===== src/mac_rx_cfg.svh =====
/*
 Constants for the receive front end: frame sizes, the jabber limit and
 timing. Assumes inclusion by bare name from the buffer and front end design files.
*/
`ifndef MAC_RX_CFG_SVH
`define MAC_RX_CFG_SVH

`define SFD_BYTE 8'hD5
`define PRE_BYTE 8'h55
`define ADDR_BYTES 6
`define MIN_FRAME_BYTES 64
`define MAX_FRAME_BYTES 1535
`define HDR_BYTES 14
`define CRC_RESIDUE 32'hDEBB20E3
`define CRC_INIT 32'hFFFFFFFF
`define CRC_POLY 32'hEDB88320
`define CLK_MHZ 50
`define RESET_HOLD_MS 25
`define RESET_HOLD_CYC (`RESET_HOLD_MS * 1000 * `CLK_MHZ)
`define ERR_CRC_BIT 0
`define ERR_JABBER_BIT 1
`define ERR_SHORT_BIT 2
`define ERR_PHY_BIT 3
`define BUF_DEPTH 2

`endif


===== src/mac_rx_pkg.sv =====
/*
 Types shared by the receive front end and its buffer.
 Assumes the constants header is compiled alongside.
*/
package mac_rx_pkg;

	typedef enum logic [2:0] {
		st_idle,
		st_preamble,
		st_header,
		st_payload,
		st_flag,
		st_drop
	} rx_state_type;

	typedef enum logic [1:0] {
		arb_none,
		arb_tx_active,
		arb_rx,
		arb_tx_pending
	} arb_grant_type;

	typedef struct packed {
		logic last;
		logic is_flag;
		logic [7:0] data;
	} rx_word_type;

endpackage


===== src/rx_stream_if.sv =====
/*
 Valid/ready word stream between the frame controller and the buffer.
 Assumes one clock domain.
*/
`timescale 1ns/100ps

interface rx_stream_if;
	import mac_rx_pkg::*;
	logic valid;
	logic ready;
	rx_word_type word;
	modport source(output valid, output word, input ready);
	modport sink(input valid, input word, output ready);
endinterface


===== src/rx_word_buffer.sv =====
/*
 Two-entry buffer holding received words and flag bytes.
 Assumes a synchronous active-high reset on core_clk.
*/
`timescale 1ns/100ps
`include "mac_rx_cfg.svh"

module rx_word_buffer (
	input wire logic core_clk,
	input wire logic sys_rst,
	rx_stream_if.sink in_side,
	output logic out_valid,
	input wire logic out_ready,
	output mac_rx_pkg::rx_word_type out_word
);
	import mac_rx_pkg::*;

	rx_word_type mem_ff [`BUF_DEPTH];
	rx_word_type nxt_mem [`BUF_DEPTH];
	logic [1:0] count_ff;
	logic [1:0] nxt_count;
	logic wr_ptr_ff;
	logic nxt_wr_ptr;
	logic rd_ptr_ff;
	logic nxt_rd_ptr;
	logic push;
	logic pop;

	assign in_side.ready = (count_ff != 2'h2);
	assign out_valid = (count_ff != 2'h0);
	assign out_word = mem_ff[rd_ptr_ff];
	assign push = in_side.valid && in_side.ready;
	assign pop = out_valid && out_ready;

	always_comb begin
		nxt_mem = mem_ff;
		nxt_wr_ptr = wr_ptr_ff;
		nxt_rd_ptr = rd_ptr_ff;
		nxt_count = count_ff;
		if (push) begin
			nxt_mem[wr_ptr_ff] = in_side.word;
			nxt_wr_ptr = ~wr_ptr_ff;
		end
		if (pop) begin
			nxt_rd_ptr = ~rd_ptr_ff;
		end
		if (push && !pop) begin
			nxt_count = count_ff + 2'h1;
		end else if (pop && !push) begin
			nxt_count = count_ff - 2'h1;
		end
	end

	always_ff @(posedge core_clk) begin
		if (sys_rst) begin
			count_ff <= 2'h0;
			wr_ptr_ff <= 1'b0;
			rd_ptr_ff <= 1'b0;
			mem_ff[0] <= '0;
			mem_ff[1] <= '0;
		end else begin
			count_ff <= nxt_count;
			wr_ptr_ff <= nxt_wr_ptr;
			rd_ptr_ff <= nxt_rd_ptr;
			mem_ff <= nxt_mem;
		end
	end
endmodule


===== src/mac_rx_front_end.sv =====
/*
 Receive front end of one switch port MAC: medium arbitration, frame
 parsing, CRC and jabber checks, flagged word output and duplex line.
 Assumes a nibble-wide PHY receive path already assembled into bytes,
 inputs synchronous to core_clk, and a synchronous active-high reset.
*/
`timescale 1ns/100ps
`include "mac_rx_cfg.svh"

////////////////////////////////////////////////////////////////////////////
// Operation
// - An active transmit wins the medium; receive beats pending tx only while rx_priority_enable is set.
// - The preamble and start delimiter are found and stripped.
// - Destination, source and length fields are captured per frame.
// - The frame check sequence is verified and a mismatch flagged.
// - A frame longer than the maximum length raises a jabber error.
// - Data go to the buffer, followed by a flag byte of error bits.
// - The PHY pulls the duplex line high weakly to ask for full duplex.
// - The device pulls the duplex line low to force half duplex.
// - Reset is sampled synchronously, so the clock runs during reset.
// - All receive logic runs from the single 50 MHz oscillator input.
// - In full duplex, carrier deferral and collision sensing are off.
// - Frames under 64 bytes are passed on with the short bit set in the flag byte.
module mac_rx_front_end (
	input wire logic core_clk,
	input wire logic sys_rst,
	input wire logic rx_priority_enable,
	input wire logic force_half_duplex,
	input wire logic port_duplex_line_in,
	output logic port_duplex_line_out,
	output logic port_duplex_line_oe,
	output logic full_duplex,
	input wire logic tx_active,
	input wire logic tx_pending,
	input wire logic carrier_sense,
	input wire logic collision_in,
	output logic tx_grant,
	output logic defer_tx,
	output logic collision_seen,
	input wire logic rx_dv,
	input wire logic rx_er,
	input wire logic [7:0] rx_byte,
	input wire logic rx_byte_valid,
	output logic [47:0] dest_addr,
	output logic [47:0] src_addr,
	output logic [15:0] length_field,
	output logic header_valid,
	output logic out_valid,
	input wire logic out_ready,
	output mac_rx_pkg::rx_word_type out_word,
	output logic overrun
);
	import mac_rx_pkg::*;

	function automatic logic [31:0] crc_byte(input logic [31:0] c,
		input logic [7:0] d);
		logic [31:0] r;
		r = c;
		for (int i = 0; i < 8; i++) begin
			r = (r[0] ^ d[i]) ? ((r >> 1) ^ `CRC_POLY) : (r >> 1);
		end
		return r;
	endfunction

	rx_stream_if stream ();

	////////////////////////////////////////////////////////////////////////
	// Duplex line and arbitration

	logic full_duplex_ff;
	logic nxt_full_duplex;
	arb_grant_type grant_ff;
	arb_grant_type nxt_grant;

	always_comb begin
		// Line sensed high only when the PHY asks and we do not pull
		nxt_full_duplex = port_duplex_line_in && !force_half_duplex;
		nxt_grant = arb_none;
		if (tx_active) begin
			nxt_grant = arb_tx_active;
		end else if (rx_dv && rx_priority_enable) begin
			nxt_grant = arb_rx;
		end else if (tx_pending) begin
			nxt_grant = arb_tx_pending;
		end else if (rx_dv) begin
			nxt_grant = arb_rx;
		end
	end

	always_ff @(posedge core_clk) begin
		if (sys_rst) begin
			full_duplex_ff <= 1'b0;
			grant_ff <= arb_none;
		end else begin
			full_duplex_ff <= nxt_full_duplex;
			grant_ff <= nxt_grant;
		end
	end

	assign port_duplex_line_out = 1'b0;
	assign port_duplex_line_oe = force_half_duplex;
	assign full_duplex = full_duplex_ff;
	assign tx_grant = (grant_ff == arb_tx_active) ||
		(grant_ff == arb_tx_pending);
	assign defer_tx = !full_duplex_ff && carrier_sense;
	assign collision_seen = !full_duplex_ff && collision_in;

	////////////////////////////////////////////////////////////////////////
	// Frame controller

	rx_state_type state_ff;
	rx_state_type nxt_state;
	logic [10:0] count_ff;
	logic [10:0] nxt_count;
	logic [31:0] crc_ff;
	logic [31:0] nxt_crc;
	logic [3:0] err_ff;
	logic [3:0] nxt_err;
	logic [47:0] dest_ff;
	logic [47:0] nxt_dest;
	logic [47:0] src_ff;
	logic [47:0] nxt_src;
	logic [15:0] len_ff;
	logic [15:0] nxt_len;
	logic hdr_ff;
	logic nxt_hdr;
	logic ovr_ff;
	logic nxt_ovr;
	logic take;

	// A byte is accepted only when the buffer has room; otherwise lost
	assign take = rx_byte_valid && stream.ready;

	always_comb begin
		nxt_state = state_ff;
		nxt_count = count_ff;
		nxt_crc = crc_ff;
		nxt_err = err_ff;
		nxt_dest = dest_ff;
		nxt_src = src_ff;
		nxt_len = len_ff;
		nxt_hdr = 1'b0;
		nxt_ovr = rx_byte_valid && !stream.ready &&
			(state_ff == st_header || state_ff == st_payload);
		stream.valid = 1'b0;
		stream.word = '0;
		case (state_ff)
			st_idle: begin
				if (rx_dv) begin
					nxt_state = st_preamble;
				end
			end
			st_preamble: begin
				nxt_count = 11'h000;
				nxt_crc = `CRC_INIT;
				nxt_err = 4'h0;
				if (!rx_dv) begin
					nxt_state = st_idle;
				end else if (rx_byte_valid && rx_byte == `SFD_BYTE) begin
					nxt_state = st_header;
				end
			end
			st_header, st_payload: begin
				if (!rx_dv) begin
					nxt_state = st_flag;
					if (crc_ff != `CRC_RESIDUE) begin
						nxt_err[`ERR_CRC_BIT] = 1'b1;
					end
					if (count_ff < 11'(`MIN_FRAME_BYTES)) begin
						nxt_err[`ERR_SHORT_BIT] = 1'b1;
					end
				end else if (take) begin
					stream.valid = 1'b1;
					stream.word.data = rx_byte;
					nxt_crc = crc_byte(crc_ff, rx_byte);
					nxt_count = count_ff + 11'h001;
					if (count_ff < 11'(`ADDR_BYTES)) begin
						nxt_dest = {dest_ff[39:0], rx_byte};
					end else if (count_ff < 11'(2 * `ADDR_BYTES)) begin
						nxt_src = {src_ff[39:0], rx_byte};
					end else if (count_ff < 11'(`HDR_BYTES)) begin
						nxt_len = {len_ff[7:0], rx_byte};
					end
					if (count_ff == 11'(`HDR_BYTES - 1)) begin
						nxt_hdr = 1'b1;
						nxt_state = st_payload;
					end
					if (count_ff == 11'(`MAX_FRAME_BYTES)) begin
						nxt_err[`ERR_JABBER_BIT] = 1'b1;
						nxt_state = st_drop;
					end
				end
				if (rx_er) begin
					nxt_err[`ERR_PHY_BIT] = 1'b1;
				end
			end
			st_drop: begin
				// Truncate: hold the flag until the carrier ends
				if (!rx_dv) begin
					nxt_state = st_flag;
				end
			end
			st_flag: begin
				// Flag byte closes the frame; downstream drops short ones
				stream.valid = 1'b1;
				stream.word.last = 1'b1;
				stream.word.is_flag = 1'b1;
				stream.word.data = {4'h0, err_ff};
				if (stream.ready) begin
					nxt_state = st_idle;
				end
			end
			default: begin
				nxt_state = st_idle;
			end
		endcase
	end

	always_ff @(posedge core_clk) begin
		if (sys_rst) begin
			state_ff <= st_idle;
			count_ff <= 11'h000;
			crc_ff <= `CRC_INIT;
			err_ff <= 4'h0;
			dest_ff <= 48'h0;
			src_ff <= 48'h0;
			len_ff <= 16'h0;
			hdr_ff <= 1'b0;
			ovr_ff <= 1'b0;
		end else begin
			state_ff <= nxt_state;
			count_ff <= nxt_count;
			crc_ff <= nxt_crc;
			err_ff <= nxt_err;
			dest_ff <= nxt_dest;
			src_ff <= nxt_src;
			len_ff <= nxt_len;
			hdr_ff <= nxt_hdr;
			ovr_ff <= nxt_ovr;
		end
	end

	assign dest_addr = dest_ff;
	assign src_addr = src_ff;
	assign length_field = len_ff;
	assign header_valid = hdr_ff;
	assign overrun = ovr_ff;

	rx_word_buffer buffer (
		.core_clk(core_clk),
		.sys_rst(sys_rst),
		.in_side(stream.sink),
		.out_valid(out_valid),
		.out_ready(out_ready),
		.out_word(out_word)
	);
endmodule


===== config.mk =====
export PLATFORM = sky130hd
export DESIGN_NAME = mac_rx_front_end
export DESIGN_NICKNAME = d
export VERILOG_FILES = /design/src/mac_rx_pkg.sv /design/src/rx_stream_if.sv /design/src/rx_word_buffer.sv /design/src/mac_rx_front_end.sv
export VERILOG_INCLUDE_DIRS = /design/src
export SDC_FILE = /design/constraint.sdc
export NUM_CORES = 1
export LEC_CHECK = 0
export BUFFER_PORTS_ARGS = -buffer_cell sky130_fd_sc_hd__buf_2
export CAP_MARGIN = 10
export CORE_AREA = 2 2 159 161
export CTS_CLUSTER_SIZE = 28
export DETAILED_ROUTE_END_ITERATION = 12
export DIE_AREA = 0 0 161 163
export HOLD_SLACK_MARGIN = 0.06
export PLACE_DENSITY_LB_ADDON = 0.2
export SLEW_MARGIN = 20
export SYNTH_ARGS = -nofsm -noshare
export SYNTH_HDL_FRONTEND = slang
export SYNTH_SLANG_ARGS = --single-unit

===== constraint.sdc =====
create_clock -name core_clk -period 5.75 [get_ports core_clk]
set_input_delay 1.15 -clock core_clk [delete_from_list [all_inputs] [get_ports core_clk]]
set_output_delay 1.15 -clock core_clk [all_outputs]
set_load 0.01 [all_outputs]

## After elaboration in Yosys (flattened, before gate mapping)

Cells that the tools add are included.

- $add $sub $neg: 3
- $lt $le $gt $ge: 7
- Equal/unequal tests: 25
- Multiplexer cells: 53
- Bitwise operators: 25
- Reductions and logical operators: 36

Operators by type and width:

| operator | count |
|---|---|
| $mux 32 | 10 |
| $not 13->14 | 8 |
| $pmux 32 s2 | 1 |
| $mux 10 | 4 |
| $ne 32x32->1 const B | 1 |
| $mux 3 | 9 |
| $lt 11x4->1 const B | 2 |
| $mux 11 | 2 |
| $pmux 11 s2 | 1 |
| $bwmux 20 | 1 |
| $ne 2x2->1 const B | 10 |
| $mux 8 | 2 |
| $pmux 8 s2 | 1 |
| $pmux 3 s5 | 1 |
| $logic_and 1x1->1 | 13 |
| $mux 1 | 12 |
| $mux 2 | 6 |
| $reduce_and 6->1 | 2 |
| $add 11x1->11 const B | 1 |
| $eq 11x11->1 const B | 1 |
| $eq 11x4->1 const B | 1 |
| $lt 11x3->1 const B | 1 |
| $lt 11x7->1 const B | 1 |
| $demux 10 s1 | 1 |
| 28 further kinds | 57 |

- Register bits: 191
- Input bits: 21
- Output and inout bits: 131

## Logic depth before layout (Yosys ltp)

Gate-level depths: netlist of the first run.

- Depth in word-level cells: 19
- Gate-level depth with buffers: 9
- Depth with buffers taken out: 7

## Hierarchy

A second synthesis of the first run with hierarchy kept.

- Cells, all modules: 943
- Area total of the unflattened synthesis: 8426.8 µm²

By module, submodules not included:

| module | instances | cells an instance | area each (µm²) |
|---|---|---|---|
| mac_rx_front_end | 1 | 820 | 7267.0 |
| rx_word_buffer | 1 | 123 | 1159.9 |

## Worst setup path before layout of the first run

OpenSTA, ideal clock, no wires.

- Path type: input to register
- Start point: in rx_byte[7]
- End point: reg crc_ff[24]
- Library setup time: 122 ps
- Data arrival time: 3142 ps
- Data required time: 5628 ps
- Setup slack: 2486 ps
- Stages: 6
- Buffers on the path: 1
- Cells stage by stage: buf_2 xnor2_2 xnor2_1 xor3_1 or4b_1 o311a_1

- Longest elaborated chain between the ends: 5

RTL lines:

| item | line | RTL |
|---|---|---|
| start, declared | mac_rx_front_end.sv:42 | `input wire logic [7:0] rx_byte,` |
| $xor 1x1->1 | mac_rx_front_end.sv:60 | `` r = (r[0] ^ d[i]) ? ((r >> 1) ^ `CRC_POLY) : (r >> 1); `` |
| $mux 32 | mac_rx_front_end.sv:60 |  |
| $mux 32 | mac_rx_front_end.sv:172 | `end else if (take) begin` |
| $mux 32 | mac_rx_front_end.sv:164 | `if (!rx_dv) begin` |
| $pmux 32 s2 | mac_rx_front_end.sv:147 | `case (state_ff)` |
| end signal, assigned | mac_rx_front_end.sv:223 | `` crc_ff <= `CRC_INIT; `` |
| end signal, assigned | mac_rx_front_end.sv:233 | `crc_ff <= nxt_crc;` |
| end, declared | mac_rx_front_end.sv:115 | `logic [31:0] crc_ff;` |

No other way between the ends. The select of a mux whose other input is x is not followed.
A chain may end at the register's enable or synchronous reset.

## Worst setup path after layout of the first run

Same ends and word-level chain as after synthesis.

==> key figures, run 1 <==
Critical path
  • Crit path launch type: input pin
  • CP Max Fanout: 7
  • Endpoint type of the worst setup path: register
  • Crit path kind: input pin to register
  • Req. time, crit path: 6.08 ns
  • Arr. time, crit path: ~3.5 ns

Final layout
  • Diode count: 0
  • Fillers: 2602
  • Synth-to-layout area growth: 19.8%
  • # nets final: 1052
  • Share of layout cells above drive strength 1: 21.1%
  • Sequential Area: about 0.0038 mm2
  • Area of the multi-input gates: 0.00399 mm2

Drt
  • Vias/cell: ~4.8
  • Detailed Route WL: 21.6 mm
  • Via Count: 6624
  • Router iterations before antenna repair: 5
  • Antenna-violating nets left: 0
  • 1st-iter DRT viols: approximately 440
  • DRC Markers: 0
  • DR WL/cell: 15.7 um

Timing
  • Clock Skew: 0.0129 ns
  • Slew HR: a little over a third
  • Pins Over Slew Limit: 0
  • Worst Tran Pin Value: 0.947 ns
  • RSZ-0062 raised after global routing: false
  • Final critical-path required period: ~3.1 ns
  • Fmax: ~320 MHz
  • Final hold violation count: 0
  • Period utilization: 54.6%
  • Setup slack after layout: around 2.6 ns
  • Setup TNS: 0 ns
  • Final setup fails: 0

Synth
  • Post-synth EDFFs: 0
  • Post-Syn Instances: 914
  • Largest cells by area after synthesis: dfxtp_1 (47%), nand2_1 (9.9%), a21oi_1 (7.0%)
  • Post-synthesis adder-cell area fraction: 0.468%
  • Synthesized net count: 938
  • Synth cell types: about 60
  • Mux cell area share after synthesis: 3.38%
  • Synth Area in Compound Gates: 13.7%
  • Synth Area in Simple Gates: a little over a fifth
  • Post-synthesis cell area: 0.00803 mm2
  • Post-synthesis sequential element count: 188
  • FFs w/ async S/R, synth: 0%
  • Xor/xnor share of the synthesized area: a little over a tenth
  • Syn Area/Cell: 8.78 um2
  • Post-synth top cells: nand2_1 (211), dfxtp_1 (188), a21oi_1 (112), nor2_1 (55), clkbuf_1 (49)
  • Count leader, synth: nand2_1
  • Most used flip-flop cell after synthesis: dfxtp_1
  • Post-synth top area cell: dfxtp_1
  • Synth warn: 0
  • Area fraction of the dominant cell type after synthesis: 46.9%
  • Sequential share of the synthesized area: 46.9%
  • Largest family of logic cells by synthesized area: simple AND/OR/NAND/NOR gates

Clock network
  • Cts repair resizes: 0
  • Worst-path clk slew: 0.08 ns
  • TritonCTS clock tree: built
  • Post-CTS Setup Inserts: 0
  • Clk sinks: approximately 190
  • Root buffer cell: clkbuf_16
  • Clock Latency Late Sink: 0.44 ns
  • Clk buf depth: 2
  • CTS Hold Buffers Added: 0
  • Htree depth: 4
  • CTS buffer count: 17

Placement
  • GPL Wtd Cong: about 0.8
  • I/O Buffers: 150
  • Worst slack, placed: 2.15 ns
  • HPWL Detailed: approximately 14 mm

Floorplanning
  • Die Span Y: 163 um
  • Core footprint: 0.0247 mm2
  • # rows: 58
  • Die area: 0.0262 mm2
  • Chip width: 161 um
  • Initial Utilization: 32.5%
  • I/O pin count: around 150

Min path
  • Worst hold path type: register to register

Pwr
  • Leak pwr: 3.78 nW
  • Pwr/cell area: between 300 and 400 mW/mm2
  • VDD IR max: 0.163 mV

GRT
  • Largest net degree at the start of global routing: 95
  • Vias in the first global route: 6008
  • Global Route Usage Sum: 16.4%
  • Overflow after GRT: 0
  • First-pass GRT wire length: between 30 and 40 mm
  • Initial antenna violation count: 0

Job
  • Max-cap viol count: 0

Run status
  • Status: finished clean
## power breakdown
part	internal (mW)	switching, mW	leakage, nW
Clock	0.588	0.588	0.287
Combinational	0.379	0.473	1.97
Sequential	1.37	0.0872	1.52
## worst paths after layout
| check | startpoint | slack (ns) | to | cells after the start |
|---|---|---|---|---|
| max | rx_byte[7] | 2.61 | crc_ff[24]$_SDFFE_PP1P_ | 6 |
| min | src_addr[47]$_SDFFE_PP0P_ | 0.45 | src_addr[47]$_SDFFE_PP0P_ | 2 |
| max reg2reg | count_ff[7]$_SDFFE_PP0P_ | 2.88 | src_addr[24]$_SDFFE_PP0P_ | 5 |
| min reg2reg | src_addr[47]$_SDFFE_PP0P_ | 0.45 | src_addr[47]$_SDFFE_PP0P_ | 2 |
## layer usage
metal / track usage (%) / vias to the layer above / wire [um]
met5: 0 / - / 0
li1: - / 3345 / -
met4: 3.29 / 0 / 126
met1: 24.0 / 3108 / 10800
met3: 3.54 / 10 / 1010
met2: 24.9 / 161 / 9640
## cell usage in the layout (no fill, tap or decap), drive strengths merged, types with 10 or more instances in the layout
| cell | netlist | final |
|---|---|---|
| dfxtp | 188 | 188 |
| o22ai | 24 | 24 |
| a21oi | 112 | 112 |
| nor4 | 13 | 13 |
| buf | 15 | 159 |
| nor3 | 10 | 10 |
| nand2 | 211 | 211 |
| nand2b | 29 | 29 |
| nor2 | 55 | 55 |
| inv | 9 | 16 |
| mux2i | 17 | 17 |
| xnor2 | 49 | 49 |
| clkbuf | 49 | 17 |
## per-stage QoR
| stage | utilization [%] | hold WS, ns | instance area (um2) | power, mW | instances |
|---|---|---|---|---|---|
| detailed placement | 36.5 | 0.443 | 9020 | 2.34 | 1339 |
| global placement | 36.5 | 0.437 | 9020 | 2.34 | 1339 |
| global route | 39.0 | 0.470 | 9620 | 3.66 | 1371 |
| finish | 39.0 | 0.452 | 9620 | 3.48 | 1371 |
| CTS | 39.0 | 0.454 | 9610 | 3.53 | 1371 |
| floorplan | - | 0.425 | 8030 | 2.12 | 914 |
## kinds of logic after synthesis
group,after synthesis
AND/OR/NAND/NOR,368
buffers and inverters,73
AO/OA/AOI/OAI,185
flip-flops,188
adder cells (fa/ha/maj),3
multiplexers,26
other,1
XOR/XNOR,70
## flip-flops by register name, summed over array words and instances, names as in the netlist
signal	cells
dest_addr	48
src_addr	48
crc_ff	32
buffer.mem_ff	18
length_field	16
count_ff	11
err_ff	4
state_ff	3
buffer.count_ff	2
buffer.rd_ptr_ff	1
buffer.wr_ptr_ff	1
full_duplex	1
grant_ff	1
header_valid	1
overrun	1
## cell type report
class	count	share of cell area, %
clock buffers	17	4.42
flip-flops and latches	188	39.1
inverters	9	0.351
clock inverters	15	1.77
well taps	330	4.29
repair buffers	159	8.57
multi-input cells	653	41.5
## worst max-delay path, cell delays in order
cell and delay [ns]:
buf_2 0.17, xnor2_2 0.24, xnor2_1 0.65, xor3_1 0.60, or4b_1 0.51, o311a_1 0.13
No activity file was read; power rests on OpenSTA's default activity.
==> run 2: changes to the inputs <==
==> constraint.sdc (replaced) <==
create_clock -name core_clk -period 3.2 [get_ports core_clk]
set_input_delay 0.64 -clock core_clk [delete_from_list [all_inputs] [get_ports core_clk]]
set_output_delay 0.64 -clock core_clk [all_outputs]
set_load 0.01 [all_outputs]
==> run 2 against run 1 <==
  * Sequential share of layout area is 0.58 points lower
  * Hold slack got worse by 0.089 ns
  * Critical path depth decreased by 1
  * Utilization rose by 0.58 points
  * Non-clock buffer count rose by 14
  * Critical endpoint is now crc_ff[19]$_SDFFE_PP1P_
  * Largest cell class unchanged
  * Critical path type is now register to register
  * Clock power is 82% higher
  * Sequential power grew 80%
  * First-iteration DRC count increased by 13%
  * Cell count increased by 1.0%
==> key figures, run 2 (synthesis gave the netlist of run 1 again) <==
Run status
  • Status: finished clean

Clock network
  • CTS Hold Buffers Added: 0 (unchanged)
  • Clk sinks: 188 (unchanged)
  • Worst-path clk slew: 0.08 ns (about the same)
  • Root buffer cell: clkbuf_16
  • Clk buf depth: 2 (unchanged)
  • TritonCTS clock tree: built
  • Htree depth: 4 (unchanged)
  • Post-CTS Setup Inserts: 0 (unchanged)
  • Clock Latency Late Sink: 0.44 ns (about the same)
  • Cts repair resizes: 0 (unchanged)
  • CTS buffer count: 17 (unchanged)

GRT
  • First-pass GRT wire length: 34.8 mm (+1.5%)
  • Initial antenna violation count: 0 (unchanged)
  • Largest net degree at the start of global routing: 103 (+8.4%)
  • Global Route Usage Sum: 16.8% (+0.38 points)
  • Overflow after GRT: 0 (unchanged)
  • Vias in the first global route: 6107 (+1.6%)

Drt
  • Detailed Route WL: 22.2 mm (+3.0%)
  • Via Count: 6726 (+1.5%)
  • Router iterations before antenna repair: 5 (unchanged)
  • DRC Markers: 0 (unchanged)
  • Vias/cell: 4.86 (+0.51%)
  • 1st-iter DRT viols: 500 (+13%)
  • DR WL/cell: 16.0 um (+1.9%)
  • Antenna-violating nets left: 0 (unchanged)

Timing
  • Setup slack after layout: 0.770 ns (-1.84 ns)
  • Fmax: 411 MHz
  • Clock Skew: 0.0115 ns (-0.00136 ns)
  • Setup TNS: 0 ns (unchanged)
  • Final critical-path required period: 2.43 ns
  • Slew HR: 44.6% (+8.0 points)
  • Pins Over Slew Limit: 0 (unchanged)
  • Worst Tran Pin Value: 0.827 ns (-0.119 ns)
  • Hold WS: 0.363 ns (-0.0891 ns)
  • RSZ-0062 raised after global routing: false
  • Period utilization: 76.0%
  • Final setup fails: 0 (unchanged)
  • Final hold violation count: 0 (unchanged)

Pwr
  • Leak pwr: 3.86 nW (+2.3%)
  • Logic pwr share: 25.5% (+1.0 points)
  • Sequential share of power: 40.9% (-0.8 points)
  • Sw power: 2.12 mW (+85%)
  • VDD IR max: 0.318 mV (+96%)
  • Pwr/cell area: 655 mW/mm2 (+81%)
  • Switching Fraction: 33.2% (+0.18 points)
  • Internal Power: 4.27 mW (+83%)
  • Clock power share: 33.6% (-0.2 points)

Floorplanning
  • Die Span Y: 163 um (unchanged)
  • I/O pin count: 152 (unchanged)
  • Core footprint: 0.0247 mm2 (unchanged)
  • Chip width: 161 um (unchanged)
  • Initial Utilization: 32.5% (unchanged)
  • Die area: 0.0262 mm2 (unchanged)
  • # rows: 58 (unchanged)

Final layout
  • Diode count: 0 (unchanged)
  • Area of the multi-input gates: 0.00398 mm2 (-0.19%)
  • Fillers: 2583 (-0.73%)
  • Share of layout cells above drive strength 1: 22.2% (+1.0 points)
  • Commonest non-fill, non-tap cell in the layout: nand2_1
  • Sequential Area: 0.00376 mm2 (unchanged)
  • Final core occ: 39.6% (+0.58 points)
  • Most frequent cells in the layout: nand2_1 (211), dfxtp_1 (188), buf_2 (149)
  • Synth-to-layout area growth: 21.6%
  • # nets final: 1066 (+1.3%)

Placement
  • I/O Buffers: 150 (unchanged)
  • Worst slack, placed: 0.555 ns (-1.60 ns)
  • HPWL Detailed: 15.3 mm (+6.6%)
  • GPL Wtd Cong: 0.826 (+3.1%)

Critical path
  • Crit path kind: register to register
  • Worst Reg-to-Reg Cells: 5 (unchanged)
  • Req. time, crit path: 3.53 ns (-2.55 ns)
  • Max incr delay on CP: 0.57 ns (-0.08 ns)
  • Arr. time, crit path: 2.76 ns (-0.71 ns)
  • Endpoint type of the worst setup path: register
  • Largest delay share family, worst path: simple AND/OR/NAND/NOR gates
  • WP depth: 5 (-1)
  • Crit path launch type: register
  • Critical-path top delay cell: dfxtp_1
  • Worst-path cell chain: nand3b_1 > or3_1 > buf_4 > or4_1 > o311a_1
  • CP bufs+invs: 1 (unchanged)
  • CP Max Fanout: 32 (+25)

Job
  • Max-cap viol count: 0 (unchanged)

Min path
  • Worst hold path type: input pin to register
  • Hold path cells: 2 (unchanged)
-- run 2: cell count changes in the layout (fill, tap and decap cells not counted), sizes merged --
cell and delta:
buf +14, clkbuf +1, clkinv -1, clkinvlp -1, inv +1
-- run 2: final cells by class --
type                    instances  area share, %
clock buffers                  18           4.50
multi-input cells             653           40.8
inverters                       9          0.346
well taps                     330           4.23
clock inverters                14           1.69
repair buffers                173           9.91
flip-flops and latches        188           38.5
-- run 2: power groups by stage --
stage / Sequential [mW] / Combinational, mW / Clock, mW
after floorplan: 2.58 / 1.22 / 0
after global placement: 2.66 / 1.62 / 0
after detailed placement: 2.67 / 1.62 / 0
after CTS: 2.61 / 1.63 / 2.21
after global routing: 2.63 / 1.77 / 2.31
final: 2.61 / 1.63 / 2.15
-- run 2: per-layer routing --
metal	vias to the layer above	part of all wire, %	routed length [um]	GRT usage, %
met4	0	1.0	227	3.98
met1	3165	50	11000	23.9
met2	174	45	9910	26.0
li1	3371	-	-	-
met5	-	0	0	0
met3	16	4.8	1060	3.59
-- run 2: path summary, 6_finish.rpt --
check                                               from                       to  slack, ns
worst max register to register  state_ff[1]$_SDFFE_PP0P_  crc_ff[19]$_SDFFE_PP1P_       0.77
worst min register to register    err_ff[0]$_SDFFE_PP0P_   err_ff[0]$_SDFFE_PP0P_       0.45
worst min-delay path                   force_half_duplex   full_duplex$_SDFF_PP0_       0.36
worst max-delay path            state_ff[1]$_SDFFE_PP0P_  crc_ff[19]$_SDFFE_PP1P_       0.77
-- run 2: per-stage QoR --
stage | power, mW | cell area (um2) | std cells
4_1_cts | 6.45 | 9760 | 1385
2_1_floorplan | 3.80 | 8030 | 914
6_report | 6.39 | 9760 | 1385
5_1_grt | 6.71 | 9760 | 1385
3_3_place_gp | 4.29 | 9160 | 1353
3_5_place_dp | 4.29 | 9160 | 1353
